`src/hdl/lcm_pkg.sv`:
```
// Shared constants and types for the light curtain mode control
package lcm_pkg;

  // ************************************************
  // Clock and timing
  // ************************************************
  localparam int CLK_KHZ       = 250000;
  localparam int ALIGN_OPEN_MS = 1000;
  localparam int HOLD_MIN_MS   = 500;
  localparam int HOLD_MAX_MS   = 4000;
  // Exact multiples of the clock, so no rounding is needed
  localparam int ALIGN_OPEN_CYC = ALIGN_OPEN_MS * CLK_KHZ;
  localparam int HOLD_MIN_CYC   = HOLD_MIN_MS * CLK_KHZ;
  localparam int HOLD_MAX_CYC   = HOLD_MAX_MS * CLK_KHZ;
  localparam int CNT_W          = 30;
  localparam int SYNC_STAGES    = 2;

  // ************************************************
  // Indicator codes
  // ************************************************
  localparam logic [2:0] IND_DARK       = 3'h0;
  localparam logic [2:0] IND_NO_SYNC    = 3'h1;
  localparam logic [2:0] IND_BLOCKED    = 3'h2;
  localparam logic [2:0] IND_WEAK       = 3'h3;
  localparam logic [2:0] IND_MEDIUM     = 3'h4;
  localparam logic [2:0] IND_MAX        = 3'h5;
  localparam logic [2:0] IND_LOCK_OFF   = 3'h6;
  localparam logic [2:0] IND_LOCK_READY = 3'h7;

  // ************************************************
  // Received signal strength levels
  // ************************************************
  localparam logic [1:0] LVL_WEAK   = 2'h0;
  localparam logic [1:0] LVL_MEDIUM = 2'h1;
  localparam logic [1:0] LVL_MAX    = 2'h2;

  localparam logic [1:0] SSW_OFF = 2'h0;
  localparam logic [1:0] SSW_ON  = 2'h3;

  // ************************************************
  // Types
  // ************************************************
  typedef enum logic [4:0] {
    ST_POWERUP = 5'h01,
    ST_ALIGN   = 5'h02,
    ST_RUN     = 5'h04,
    ST_TRIP    = 5'h08,
    ST_LOCK    = 5'h10
  } lcm_state_t;

  typedef struct packed {
    logic       rearm_closed;
    logic       select_bridged;
    logic       reset_btn;
    logic       sync_beam;
    logic       beams_clear;
    logic [1:0] level;
  } lcm_pins_t;

  typedef struct packed {
    logic align_mode;
    logic auto_rearm;
    logic manual_rearm;
    logic rearm_lock;
    logic sync_lost;
  } lcm_status_t;

  localparam int PINS_W = $bits(lcm_pins_t);

endpackage

```
`src/hdl/lcm_sync.sv`:
```
// Two-stage synchroniser for asynchronous input pins
`timescale 1ns/1ps
module lcm_sync #(
  parameter int W = 1
) (
  // Clock and reset
  input  wire logic         i_clk,
  input  wire logic         i_nrst,
  // Data
  input  wire logic [W-1:0] i_d,
  output logic      [W-1:0] o_q
);
  logic [W-1:0] meta_q;
  logic [W-1:0] hold_q;

  // ************************************************
  // Per-bit stages
  // ************************************************
  for (genvar b = 0; b < W; b++) begin : g_bit
    always_ff @(posedge i_clk or negedge i_nrst) begin
      if (!i_nrst) begin
        meta_q[b] <= 1'b0;
        hold_q[b] <= 1'b0;
      end else begin
        meta_q[b] <= i_d[b];
        hold_q[b] <= meta_q[b];
      end
    end
  end

  assign o_q = hold_q;
endmodule

```
`src/hdl/lcm_press.sv`:
```
// Reset button hold timer with press-and-release window check
`timescale 1ns/1ps
module lcm_press
  import lcm_pkg::*;
#(
  parameter int P_MIN = HOLD_MIN_CYC,
  parameter int P_MAX = HOLD_MAX_CYC
) (
  // Clock and reset
  input  wire logic i_clk,
  input  wire logic i_nrst,
  // Button, synchronised, high while pressed
  input  wire logic i_btn,
  // One-cycle pulse on a release inside the window
  output logic      o_valid
);
  logic [CNT_W-1:0] cnt_q;
  logic [CNT_W-1:0] cnt_d;
  logic             held_q;
  logic             valid_q;
  wire              release_w = held_q && !i_btn;
  wire              sat_w     = cnt_q > CNT_W'(P_MAX);
  wire              in_win_w  = (cnt_q >= CNT_W'(P_MIN)) &&
                                (cnt_q <= CNT_W'(P_MAX));

  // Saturate just past the window so long holds stay rejected
  assign cnt_d = !i_btn ? '0 : (sat_w ? cnt_q : cnt_q + 1'b1);

  always_ff @(posedge i_clk or negedge i_nrst) begin
    if (!i_nrst) begin
      cnt_q   <= '0;
      held_q  <= 1'b0;
      valid_q <= 1'b0;
    end else begin
      cnt_q   <= cnt_d;
      held_q  <= i_btn;
      valid_q <= release_w && in_win_w;
    end
  end

  assign o_valid = valid_q;

  property p_short_press;
    @(posedge i_clk) disable iff (!i_nrst)
    (release_w && cnt_q < CNT_W'(P_MIN)) |=> !o_valid;
  endproperty
  a_short_press: assert property (p_short_press)
    else $error("Short press accepted");

  property p_long_press;
    @(posedge i_clk) disable iff (!i_nrst)
    (release_w && sat_w) |=> !o_valid;
  endproperty
  a_long_press: assert property (p_long_press)
    else $error("Over-long press accepted");
endmodule

```
`src/hdl/lcm_top.sv`:
```
// Mode, indicator and safety output control of the curtain receiver
`timescale 1ns/1ps
module lcm_top #(
  parameter int P_ALIGN_CYC = lcm_pkg::ALIGN_OPEN_CYC,
  parameter int P_HOLD_MIN  = lcm_pkg::HOLD_MIN_CYC,
  parameter int P_HOLD_MAX  = lcm_pkg::HOLD_MAX_CYC
) (
  // Clock and reset
  input  wire logic                i_clk,
  input  wire logic                i_nrst,
  // Wiring, optics and button pins
  input  wire lcm_pkg::lcm_pins_t  i_pins,
  // Machine side
  output logic               [1:0] o_safety_switch_outputs,
  // Indicator and status
  output logic               [2:0] o_indicator,
  output lcm_pkg::lcm_status_t     o_status
);
  import lcm_pkg::*;

  // ************************************************
  // Declarations
  // ************************************************
  lcm_pins_t        pins_s;
  lcm_state_t       state_q;
  lcm_state_t       state_d;
  logic [CNT_W-1:0] open_cnt_q;
  logic [CNT_W-1:0] open_cnt_d;
  logic             align_only_q;
  logic             auto_q;
  logic             manual_q;
  logic [1:0]       ssw_q;
  logic [1:0]       ssw_d;
  logic [2:0]       ind_q;
  logic [2:0]       ind_d;
  lcm_status_t      status_q;
  lcm_status_t      status_d;
  logic             press_ok;

  // ************************************************
  // Input synchronisation
  // ************************************************
  lcm_sync #(
    .W (PINS_W)
  ) u_sync (
    .i_clk  (i_clk),
    .i_nrst (i_nrst),
    .i_d    (i_pins),
    .o_q    (pins_s)
  );

  // ************************************************
  // Reset button timer
  // ************************************************
  lcm_press #(
    .P_MIN (P_HOLD_MIN),
    .P_MAX (P_HOLD_MAX)
  ) u_press (
    .i_clk   (i_clk),
    .i_nrst  (i_nrst),
    .i_btn   (pins_s.reset_btn),
    .o_valid (press_ok)
  );

  // ************************************************
  // Wiring and optics decode
  // ************************************************
  // Bridge wins over a closed contact: a bridge also closes it
  wire sel_auto   = pins_s.select_bridged;
  wire sel_manual = !pins_s.select_bridged &&
                    pins_s.rearm_closed;
  wire wiring_open = !pins_s.select_bridged &&
                     !pins_s.rearm_closed;
  wire sync_ok  = pins_s.sync_beam;
  wire field_ok = sync_ok && pins_s.beams_clear;

  // ************************************************
  // Power-up open contact timer
  // ************************************************
  wire open_done = wiring_open &&
                   (open_cnt_q == CNT_W'(P_ALIGN_CYC - 1));
  wire sel_seen  = !wiring_open;
  wire in_pu     = state_q == ST_POWERUP;
  wire leave_pu  = in_pu && (open_done || sel_seen);

  // Count only an unbroken open span; any closure clears it and leaves power-up
  assign open_cnt_d = (in_pu && wiring_open && !open_done) ?
                      open_cnt_q + 1'b1 : '0;

  // ************************************************
  // Mode latch
  // ************************************************
  // Wiring is taken once; later changes need a power cycle
  always_ff @(posedge i_clk or negedge i_nrst) begin
    if (!i_nrst) begin
      align_only_q <= 1'b0;
      auto_q       <= 1'b0;
      manual_q     <= 1'b0;
    end else if (leave_pu) begin
      align_only_q <= open_done;
      auto_q       <= !open_done && sel_auto;
      manual_q     <= !open_done && sel_manual;
    end
  end

  // ************************************************
  // Operating state machine
  // ************************************************
  always_comb begin
    state_d = state_q;
    case (state_q)
      ST_POWERUP: begin
        if (leave_pu) begin
          state_d = ST_ALIGN;
        end
      end
      ST_ALIGN: begin
        if (!align_only_q && field_ok) begin
          state_d = auto_q ? ST_RUN : ST_LOCK;
        end
      end
      ST_RUN: begin
        if (!field_ok) begin
          state_d = auto_q ? ST_TRIP : ST_LOCK;
        end
      end
      ST_TRIP: begin
        if (field_ok) begin
          state_d = ST_RUN;
        end
      end
      ST_LOCK: begin
        if (field_ok && press_ok) begin
          state_d = ST_RUN;
        end
      end
      default: begin
        state_d = ST_POWERUP;
      end
    endcase
  end

  // ************************************************
  // Output and indicator decode
  // ************************************************
  // Outputs follow the next state so a trip costs no extra cycle
  assign ssw_d = (state_d == ST_RUN) ? SSW_ON : SSW_OFF;

  wire [2:0] ind_level = (pins_s.level == LVL_MAX)    ? IND_MAX :
                         (pins_s.level == LVL_MEDIUM) ? IND_MEDIUM :
                                                        IND_WEAK;
  wire [2:0] ind_qual  = !sync_ok            ? IND_NO_SYNC :
                         !pins_s.beams_clear ? IND_BLOCKED :
                                               ind_level;
  wire [2:0] ind_lock  = field_ok ? IND_LOCK_READY
                                  : IND_LOCK_OFF;
  assign ind_d = (state_q == ST_LOCK)    ? ind_lock :
                 (state_q == ST_POWERUP) ? IND_DARK :
                                           ind_qual;

  assign status_d.align_mode   = (state_q == ST_ALIGN) ||
                                 (state_q == ST_POWERUP);
  assign status_d.auto_rearm   = auto_q;
  assign status_d.manual_rearm = manual_q;
  assign status_d.rearm_lock   = state_q == ST_LOCK;
  assign status_d.sync_lost    = !sync_ok;

  // ************************************************
  // Registers
  // ************************************************
  always_ff @(posedge i_clk or negedge i_nrst) begin
    if (!i_nrst) begin
      state_q    <= ST_POWERUP;
      open_cnt_q <= '0;
      ssw_q      <= SSW_OFF;
      ind_q      <= IND_DARK;
      status_q   <= '0;
    end else begin
      state_q    <= state_d;
      open_cnt_q <= open_cnt_d;
      ssw_q      <= ssw_d;
      ind_q      <= ind_d;
      status_q   <= status_d;
    end
  end

  assign o_safety_switch_outputs = ssw_q;
  assign o_indicator             = ind_q;
  assign o_status                = status_q;

  // ************************************************
  // Assertions
  // ************************************************
  property p_off_unless_run;
    @(posedge i_clk) disable iff (!i_nrst)
    (state_q != ST_RUN) |-> (o_safety_switch_outputs == SSW_OFF);
  endproperty
  a_off_unless_run: assert property (p_off_unless_run)
    else $error("Outputs on outside normal operation");

  property p_align_entry;
    @(posedge i_clk) disable iff (!i_nrst)
    (in_pu && open_done) |=> (state_q == ST_ALIGN) && align_only_q;
  endproperty
  a_align_entry: assert property (p_align_entry)
    else $error("Open contact did not select alignment");

  property p_no_sync_ind;
    @(posedge i_clk) disable iff (!i_nrst)
    (state_q == ST_ALIGN && !sync_ok) |=> (o_indicator == IND_NO_SYNC);
  endproperty
  a_no_sync_ind: assert property (p_no_sync_ind)
    else $error("Indicator missed sync loss");

  property p_trip;
    @(posedge i_clk) disable iff (!i_nrst)
    (state_q == ST_RUN && !field_ok) |=>
      (o_safety_switch_outputs == SSW_OFF) && (state_q != ST_RUN);
  endproperty
  a_trip: assert property (p_trip)
    else $error("Interruption did not open outputs");

  property p_sync_report;
    @(posedge i_clk) disable iff (!i_nrst)
    !pins_s.sync_beam |=> o_status.sync_lost;
  endproperty
  a_sync_report: assert property (p_sync_report)
    else $error("Sync loss not reported");

  property p_auto_rearm;
    @(posedge i_clk) disable iff (!i_nrst)
    (state_q == ST_TRIP && field_ok) |=>
      (o_safety_switch_outputs == SSW_ON);
  endproperty
  a_auto_rearm: assert property (p_auto_rearm)
    else $error("Automatic rearm did not reclose");

  property p_lock_holds;
    @(posedge i_clk) disable iff (!i_nrst)
    (state_q == ST_LOCK && !(field_ok && press_ok)) |=>
      (state_q == ST_LOCK) && (o_safety_switch_outputs == SSW_OFF);
  endproperty
  a_lock_holds: assert property (p_lock_holds)
    else $error("Lock left without clear field and reset");

  property p_unlock;
    @(posedge i_clk) disable iff (!i_nrst)
    (state_q == ST_LOCK && field_ok && press_ok) |=>
      (o_safety_switch_outputs == SSW_ON);
  endproperty
  a_unlock: assert property (p_unlock)
    else $error("Valid reset did not unlock");

  property p_lock_ind;
    @(posedge i_clk) disable iff (!i_nrst)
    (state_q == ST_LOCK) |=>
      (o_indicator == ($past(field_ok) ? IND_LOCK_READY
                                        : IND_LOCK_OFF));
  endproperty
  a_lock_ind: assert property (p_lock_ind)
    else $error("Lock indicator wrong");

  property p_first_align;
    @(posedge i_clk) disable iff (!i_nrst)
    (state_q == ST_ALIGN && !align_only_q && field_ok) |=>
      (state_q == (auto_q ? ST_RUN : ST_LOCK));
  endproperty
  a_first_align: assert property (p_first_align)
    else $error("Mode not taken after alignment");

  property p_mode_decode;
    @(posedge i_clk) disable iff (!i_nrst)
    (leave_pu && !open_done && sel_auto) |=> auto_q && !manual_q;
  endproperty
  a_mode_decode: assert property (p_mode_decode)
    else $error("Bridged wiring not decoded as automatic");

  property p_manual_decode;
    @(posedge i_clk) disable iff (!i_nrst)
    (leave_pu && !open_done && sel_manual) |=> manual_q && !auto_q;
  endproperty
  a_manual_decode: assert property (p_manual_decode)
    else $error("Closed contact not decoded as manual");

  property p_align_only_off;
    @(posedge i_clk) disable iff (!i_nrst)
    align_only_q |-> (state_q == ST_ALIGN) &&
      (o_safety_switch_outputs == SSW_OFF);
  endproperty
  a_align_only_off: assert property (p_align_only_off)
    else $error("Alignment-only unit left alignment");

  property p_on_needs_field;
    @(posedge i_clk) disable iff (!i_nrst)
    (o_safety_switch_outputs == SSW_ON) |-> $past(field_ok);
  endproperty
  a_on_needs_field: assert property (p_on_needs_field)
    else $error("Outputs on without clear synchronised field");
endmodule

```
`config.mk`:
```
export PLATFORM = sky130hd
export DESIGN_NAME = lcm_top
export DESIGN_NICKNAME = d
export VERILOG_FILES = /design/src/hdl/lcm_pkg.sv /design/src/hdl/lcm_sync.sv /design/src/hdl/lcm_press.sv /design/src/hdl/lcm_top.sv
export SDC_FILE = /design/constraint.sdc
export NUM_CORES = 1
export LEC_CHECK = 0
export BUFFER_PORTS_ARGS = -buffer_cell sky130_fd_sc_hd__buf_2
export CORE_ASPECT_RATIO = 0.75
export CORE_UTILIZATION = 60
export DETAILED_ROUTE_END_ITERATION = 10
export PLACE_DENSITY = 0.78
export SLEW_MARGIN = 0
export SYNTH_ARGS = -nofsm -noshare
export SYNTH_HDL_FRONTEND = slang
export SYNTH_SLANG_ARGS = --single-unit
```
`constraint.sdc`:
```
create_clock -name i_clk -period 2.8 [get_ports i_clk]
set_clock_uncertainty 0.05 [all_clocks]
set_input_delay 0.56 -clock i_clk [delete_from_list [all_inputs] [get_ports i_clk]]
set_output_delay 0.56 -clock i_clk [all_outputs]
set_load 0.1 [all_outputs]
```
# --- After elaboration in Yosys (flattened, before gate mapping) ---
# Index checks and enable logic that the tools add are counted.
totals:
  in_bits: 9
  regBits: 94
op_classes:
  n_eq_ne: 10
  mux: 19
  n_lt_le_gt_ge: 3
  reduce_logical: 23
  add_sub_neg: 2
op_table:
  columns: ["op", "n"]
  rows:
  - ["30-bit two-way mux", 3]
  - ["30-bit by 1-bit adder with 30-bit output (second input constant)", 2]
  - ["5-bit two-way mux", 7]
  - ["30-bit by 28-bit equality test with 1-bit output (second input constant)", 1]
  - ["30-bit by 27-bit >= comparator with 1-bit output (second input constant)", 1]
  - ["30-bit greater-than comparator (second input constant)", 1]
  - ["30-bit <= comparator (second input constant)", 1]
  - ["5-bit case mux with 5 select lines", 1]
  - ["3-bit two-way mux", 6]
  - ["1-bit logical AND", 14]
  - ["5-bit by 3-bit equality test with 1-bit output (second input constant)", 2]
  - ["1-bit logical NOT", 7]
  - ["5-bit by 1-bit equality test with 1-bit output (second input constant)", 1]
  - ["5-bit by 2-bit equality test with 1-bit output (second input constant)", 1]
  - ["5-bit by 4-bit equality test with 1-bit output (second input constant)", 1]
  - ["5-bit equality test (second input constant)", 1]
  - ["2-bit by 1-bit equality test with 1-bit output (second input constant)", 1]
  - ["2-bit equality test (second input constant)", 1]
  - ["1-bit logical OR", 2]
  - ["2-bit two-way mux", 1]
  - ["2-bit inequality test (second input constant)", 1]
  - ["1-bit two-way mux", 1]

# --- Longest topological paths before layout ---
logic_depth:
  ltp_word: 9
  mapped_depth: 10

# --- Modules after synthesis ---
# From an unflattened synthesis, not the netlist that was laid out.
hier_totals:
  hier_cells: 480
  hier_area_um2: 4639.4
by_module_without_submodules:
  columns: ["mod", "area_per_inst_um2", "instances", "cells_per_inst"]
  rows:
  - ["lcm_top", 2369.8, 1, 247]
  - ["lcm_press", 1919.3, 1, 219]
  - ["lcm_sync", 350.3, 1, 14]

# --- Worst setup path after synthesis ---
# No wires, ideal clock.
synth_path:
  path_type: "flip-flop to flip-flop"
  from: "register u_press.cnt_q[0]"
  to: "register u_press.cnt_q[29]"
  stages_incl_launch_ff: 10
  setup_time_ns: 0.077
  arrival_time_ns: 2.256
  synth_period_minus_slack_ns: 2.383
  path_buffers: 1
  setup_slack_ns: 0.417
  cell_sequence: "dfrtp_1 > inv_1 > ha_1 > or4b_1 > nand4b_4 > nor4_4 > a21oi_2 > buf_6 > or4_1 > a21oi_1"
synth_via:
  elab_chain_len: 3
  elab_cells_between_ends: 5
  classes_between: "add/sub (1); order compare (1); eq/ne (1); mux (2)"
synth_rtl:
  columns: ["item", "line", "text"]
  rows:
  - ["start, declared", "lcm_press.sv:17", "logic [CNT_W-1:0] cnt_q;"]
  - ["start signal, assigned", "lcm_press.sv:35", "cnt_q <= cnt_d;"]
  - ["30-bit by 1-bit adder with 30-bit output", "lcm_press.sv:27", "assign cnt_d = !i_btn ? '0 : (sat_w ? cnt_q : cnt_q + 1'b1);"]
  - ["30-bit two-way mux (2 in a row)", "lcm_press.sv:27", null]
# Parallel ways exist; a longest one is shown, timed or not. The select of a mux whose other input is x is not followed.
# A chain may end at the register's enable or synchronous reset.

# --- Final worst setup path ---
layout_path:
  from: "register u_press.cnt_q[0]"
  to: "register u_press.cnt_q[10]"
# Same word-level chain as after synthesis.

==> results.toml <==
[run_status]
status = "completed"

[final_layout]
synthToLayoutAreaGrowth_pct = 8.81
fin_nets = 503
final_util_pct = 67.6
final_layout_size_suffix_gt1_share_pct = 11.5
num_antenna_cells = 0

[logic_synthesis]
yosys_warnings = 0
ys_seq_area_share_pct = 50.9
syn_inst = 471
ys_ff_latch = 93
synth_edf_count = 0
syn_area_per_cell_um2 = 9.71
synth_area_um2 = 4570
ys.flop_type = "dfrtp_1"
syn_nets = 484
async_flop_share_pct = 100
synth_cell_types = 52

[drt]
wl_mm = 9.29
drc = 0
dr.pass1.iters = 4
drt_iter0_drc = 245
viasPerCell = 6.03
post_drt_wl_per_cell_um = 15.6
drtAntennaViolNets = 0
vias = 3593

[clock_tree]
cts_root_buf = "clkbuf_8"
clkSinkCount = 93
cts_hold_buffers = 0
cts_inserted_buffers = 9
clk_path_buf_depth = 2
clk_latency_ns = 0.37
ctsResizeCount = 0
cts_setup_buffers = 0
cts_tree = "done"
path_clk_slew_ns = 0.09
htree_levels = 3

[grt]
grt_pass1_wl_mm = 16.0
grt_pass1_vias = 3366
antenna_found_initial = 0
grt.overflow.total = 0
grt_max_degree = 50
grt_util_all_layers_pct = 26.1

[timing]
drv_slew = 0
rsz0062_at_grt = "false"
setup_tns_ns = 0
worst_pin_slew_ns = 0.625
final.period_utilization_pct = 95.6
clock.fmax_mhz = 374
setup_viol = 0
period_needed_ns = 2.68
hold_viol = 0
slew_headroom_pct = 58.3

[floorplan]
die_h_um = 77.6
rows = 27
die_area_um2 = 7980
ioPinCount = 19
die_x_um = 103
start_util_pct = 62.1
core_area_um2 = 7360

[worst_hold_path]
hold_path.class = "primary input to async pin"

[power_and_ir_drop]
power.total_uw = 2980
power.leakage_uw = 0.00207
vdd_drop_max_v = 0.000438
power_density_nw_per_um2 = 600

[worst_setup_path]
end_kind = "register"
path_cells = "inv_1 -> ha_1 -> or4b_1 -> nand4b_4 -> nor4_4 -> a21oi_2 -> buf_4 -> or4_1 -> a21oi_1"
crit_type = "register to register"
r2r_cells = 9
cpPeakStageDelay_ns = 0.52
path_max_fanout = 22
crit_buf_inv = 2
startpoint = "u_press.cnt_q[0]"
regToRegSetupSlack_ns = 0.12
cp_slowest_cell = "or4_1"
reg2reg_to = "u_press.cnt_q[10]"
worstReg2RegStart = "u_press.cnt_q[0]"
critPathTopFamily = "simple AND/OR/NAND/NOR gates"
worstPathArrival_ns = 2.93
startpoint_type = "register"
required_ns = 3.05

[placed_design]
port_buffers = 18
gp_congestion = 0.860
place_hpwl_mm = 6.44

[flow_run]
drv_cap = 0
metal layers:
layer | global-route usage (%) | share of wire (%) | vias to the layer above
met5 | 0 | 0 | -
met2 | 35.8 | 44 | 95
met3 | 7.39 | 5.6 | 14
li1 | - | - | 1721
met1 | 39.5 | 49 | 1763
met4 | 9.01 | 1.3 | 0
cells by family after synthesis:
family                   count (synthesis)  share of synthesized area, %
buffers and inverters                   32                          3.34
adder cells (fa/ha/maj)                  4                          1.09
multiplexers                             9                          2.00
AO/OA/AOI/OAI                           78                          10.0
XOR/XNOR                                29                          5.56
flip-flops                              93                          50.9
AND/OR/NAND/NOR                        226                          27.1
through the flow:
step	std cells	setup WS, ns	hold WS, ns	instance area [µm²]
CTS	596	0.134	0.160	4970
global route	596	0.0142	0.193	4970
floorplan	471	0.417	0.214	4570
detailed placement	580	0.138	0.285	4790
finish	596	0.124	0.153	4970
global placement	580	0.265	0.283	4790
synthesized netlist by cell type, types with 2 or more instances:
| library cell | number | area (µm²) |
|---|---|---|
| dfrtp_1 | 92 | 2300 |
| nor2_1 | 48 | 180 |
| nand2_1 | 42 | 158 |
| a21oi_1 | 32 | 160 |
| nand3_1 | 27 | 135 |
| o21ai_0 | 22 | 110 |
| or3_1 | 21 | 131 |
| xor2_1 | 21 | 184 |
| nand4_1 | 18 | 113 |
| and3_1 | 13 | 81.3 |
| clkbuf_1 | 10 | 37.5 |
| inv_1 | 10 | 37.5 |
| or4_1 | 9 | 67.6 |
| buf_2 | 8 | 40.0 |
| mux2i_1 | 8 | 80.1 |
| nand2b_1 | 8 | 50.1 |
| xnor2_1 | 8 | 70.1 |
| nor4_1 | 7 | 43.8 |
| o31ai_1 | 7 | 52.6 |
| nor3_1 | 6 | 30.0 |
| nor2b_1 | 5 | 31.3 |
| ha_1 | 4 | 50.1 |
| nor4b_1 | 4 | 35.0 |
| o32ai_1 | 3 | 26.3 |
| or2_2 | 3 | 18.8 |
| and4_1 | 2 | 17.5 |
| buf_4 | 2 | 15.0 |
| buf_6 | 2 | 22.5 |
| nand3b_1 | 2 | 15.0 |
| nor3b_1 | 2 | 15.0 |
| o21ai_1 | 2 | 10.0 |
| o22ai_1 | 2 | 12.5 |
| or4b_1 | 2 | 20.0 |
worst reg2reg max path, delay by kind of cell, from the launching register on:
| family | cells | cell delay [ns] |
|---|---|---|
| simple gates | 4 | 1.41 |
| compound gates | 2 | 0.23 |
| buf+inv | 2 | 0.33 |
| fa+ha+maj | 1 | 0.15 |
| flops | 1 | 0.44 |
cell type report:
| cell class | instances | area, µm² |
|---|---|---|
| Timing Repair Buffer | 30 | 208 |
| Sequential cell | 93 | 2330 |
| Multi-Input combinational cell | 346 | 2090 |
| Inverter | 10 | 37.5 |
| Fill cell | 621 | 2390 |
| Clock buffer | 10 | 138 |
| Tap cell | 101 | 126 |
| Clock inverter | 6 | 46.3 |
where the power goes:
part	internal [µW]	switching, µW	total, µW
clock	353	488	840
sequential	1440	60.7	1500
combinational	139	508	647
cell usage in the layout (no fill, tap or decap), drive strengths merged, types with 3 or more instances in the layout:
master	synthesis	routed
or4b	3	3
nor4	8	8
clkbuf	10	10
nor3	7	7
o31ai	7	7
nor4b	4	4
nand2b	8	8
mux2i	8	8
nor2b	5	5
dfrtp	92	92
nand2	42	42
o32ai	3	3
a21oi	33	33
buf	12	30
and3	13	13
nor2	48	48
nand3	27	27
xnor2	8	8
ha	4	4
inv	10	12
or3	21	21
nand4	18	18
o21ai	24	24
or2	3	3
or4	10	10
xor2	21	21
sequential cells by signal, summed over array words and instances, names as in the netlist:
register / flops
open_cnt_q: 30
u_press.cnt_q: 30
u_sync.meta_q: 7
u_sync.o_q: 7
o_status: 5
state_q: 5
o_indicator: 3
align_only_q: 1
auto_q: 1
manual_q: 1
o_safety_switch_outputs: 1
u_press.held_q: 1
u_press.o_valid: 1
worst max path at each step:
stage,endpoint,cells past startpoint
finish,u_press.cnt_q[10],9
CTS,u_press.cnt_q[8],9
floorplan,u_press.cnt_q[29],9
global placement,u_press.cnt_q[10],9
detailed placement,u_press.cnt_q[12],9
global route,u_press.cnt_q[9],9
No activity file was read; power rests on OpenSTA's default activity.
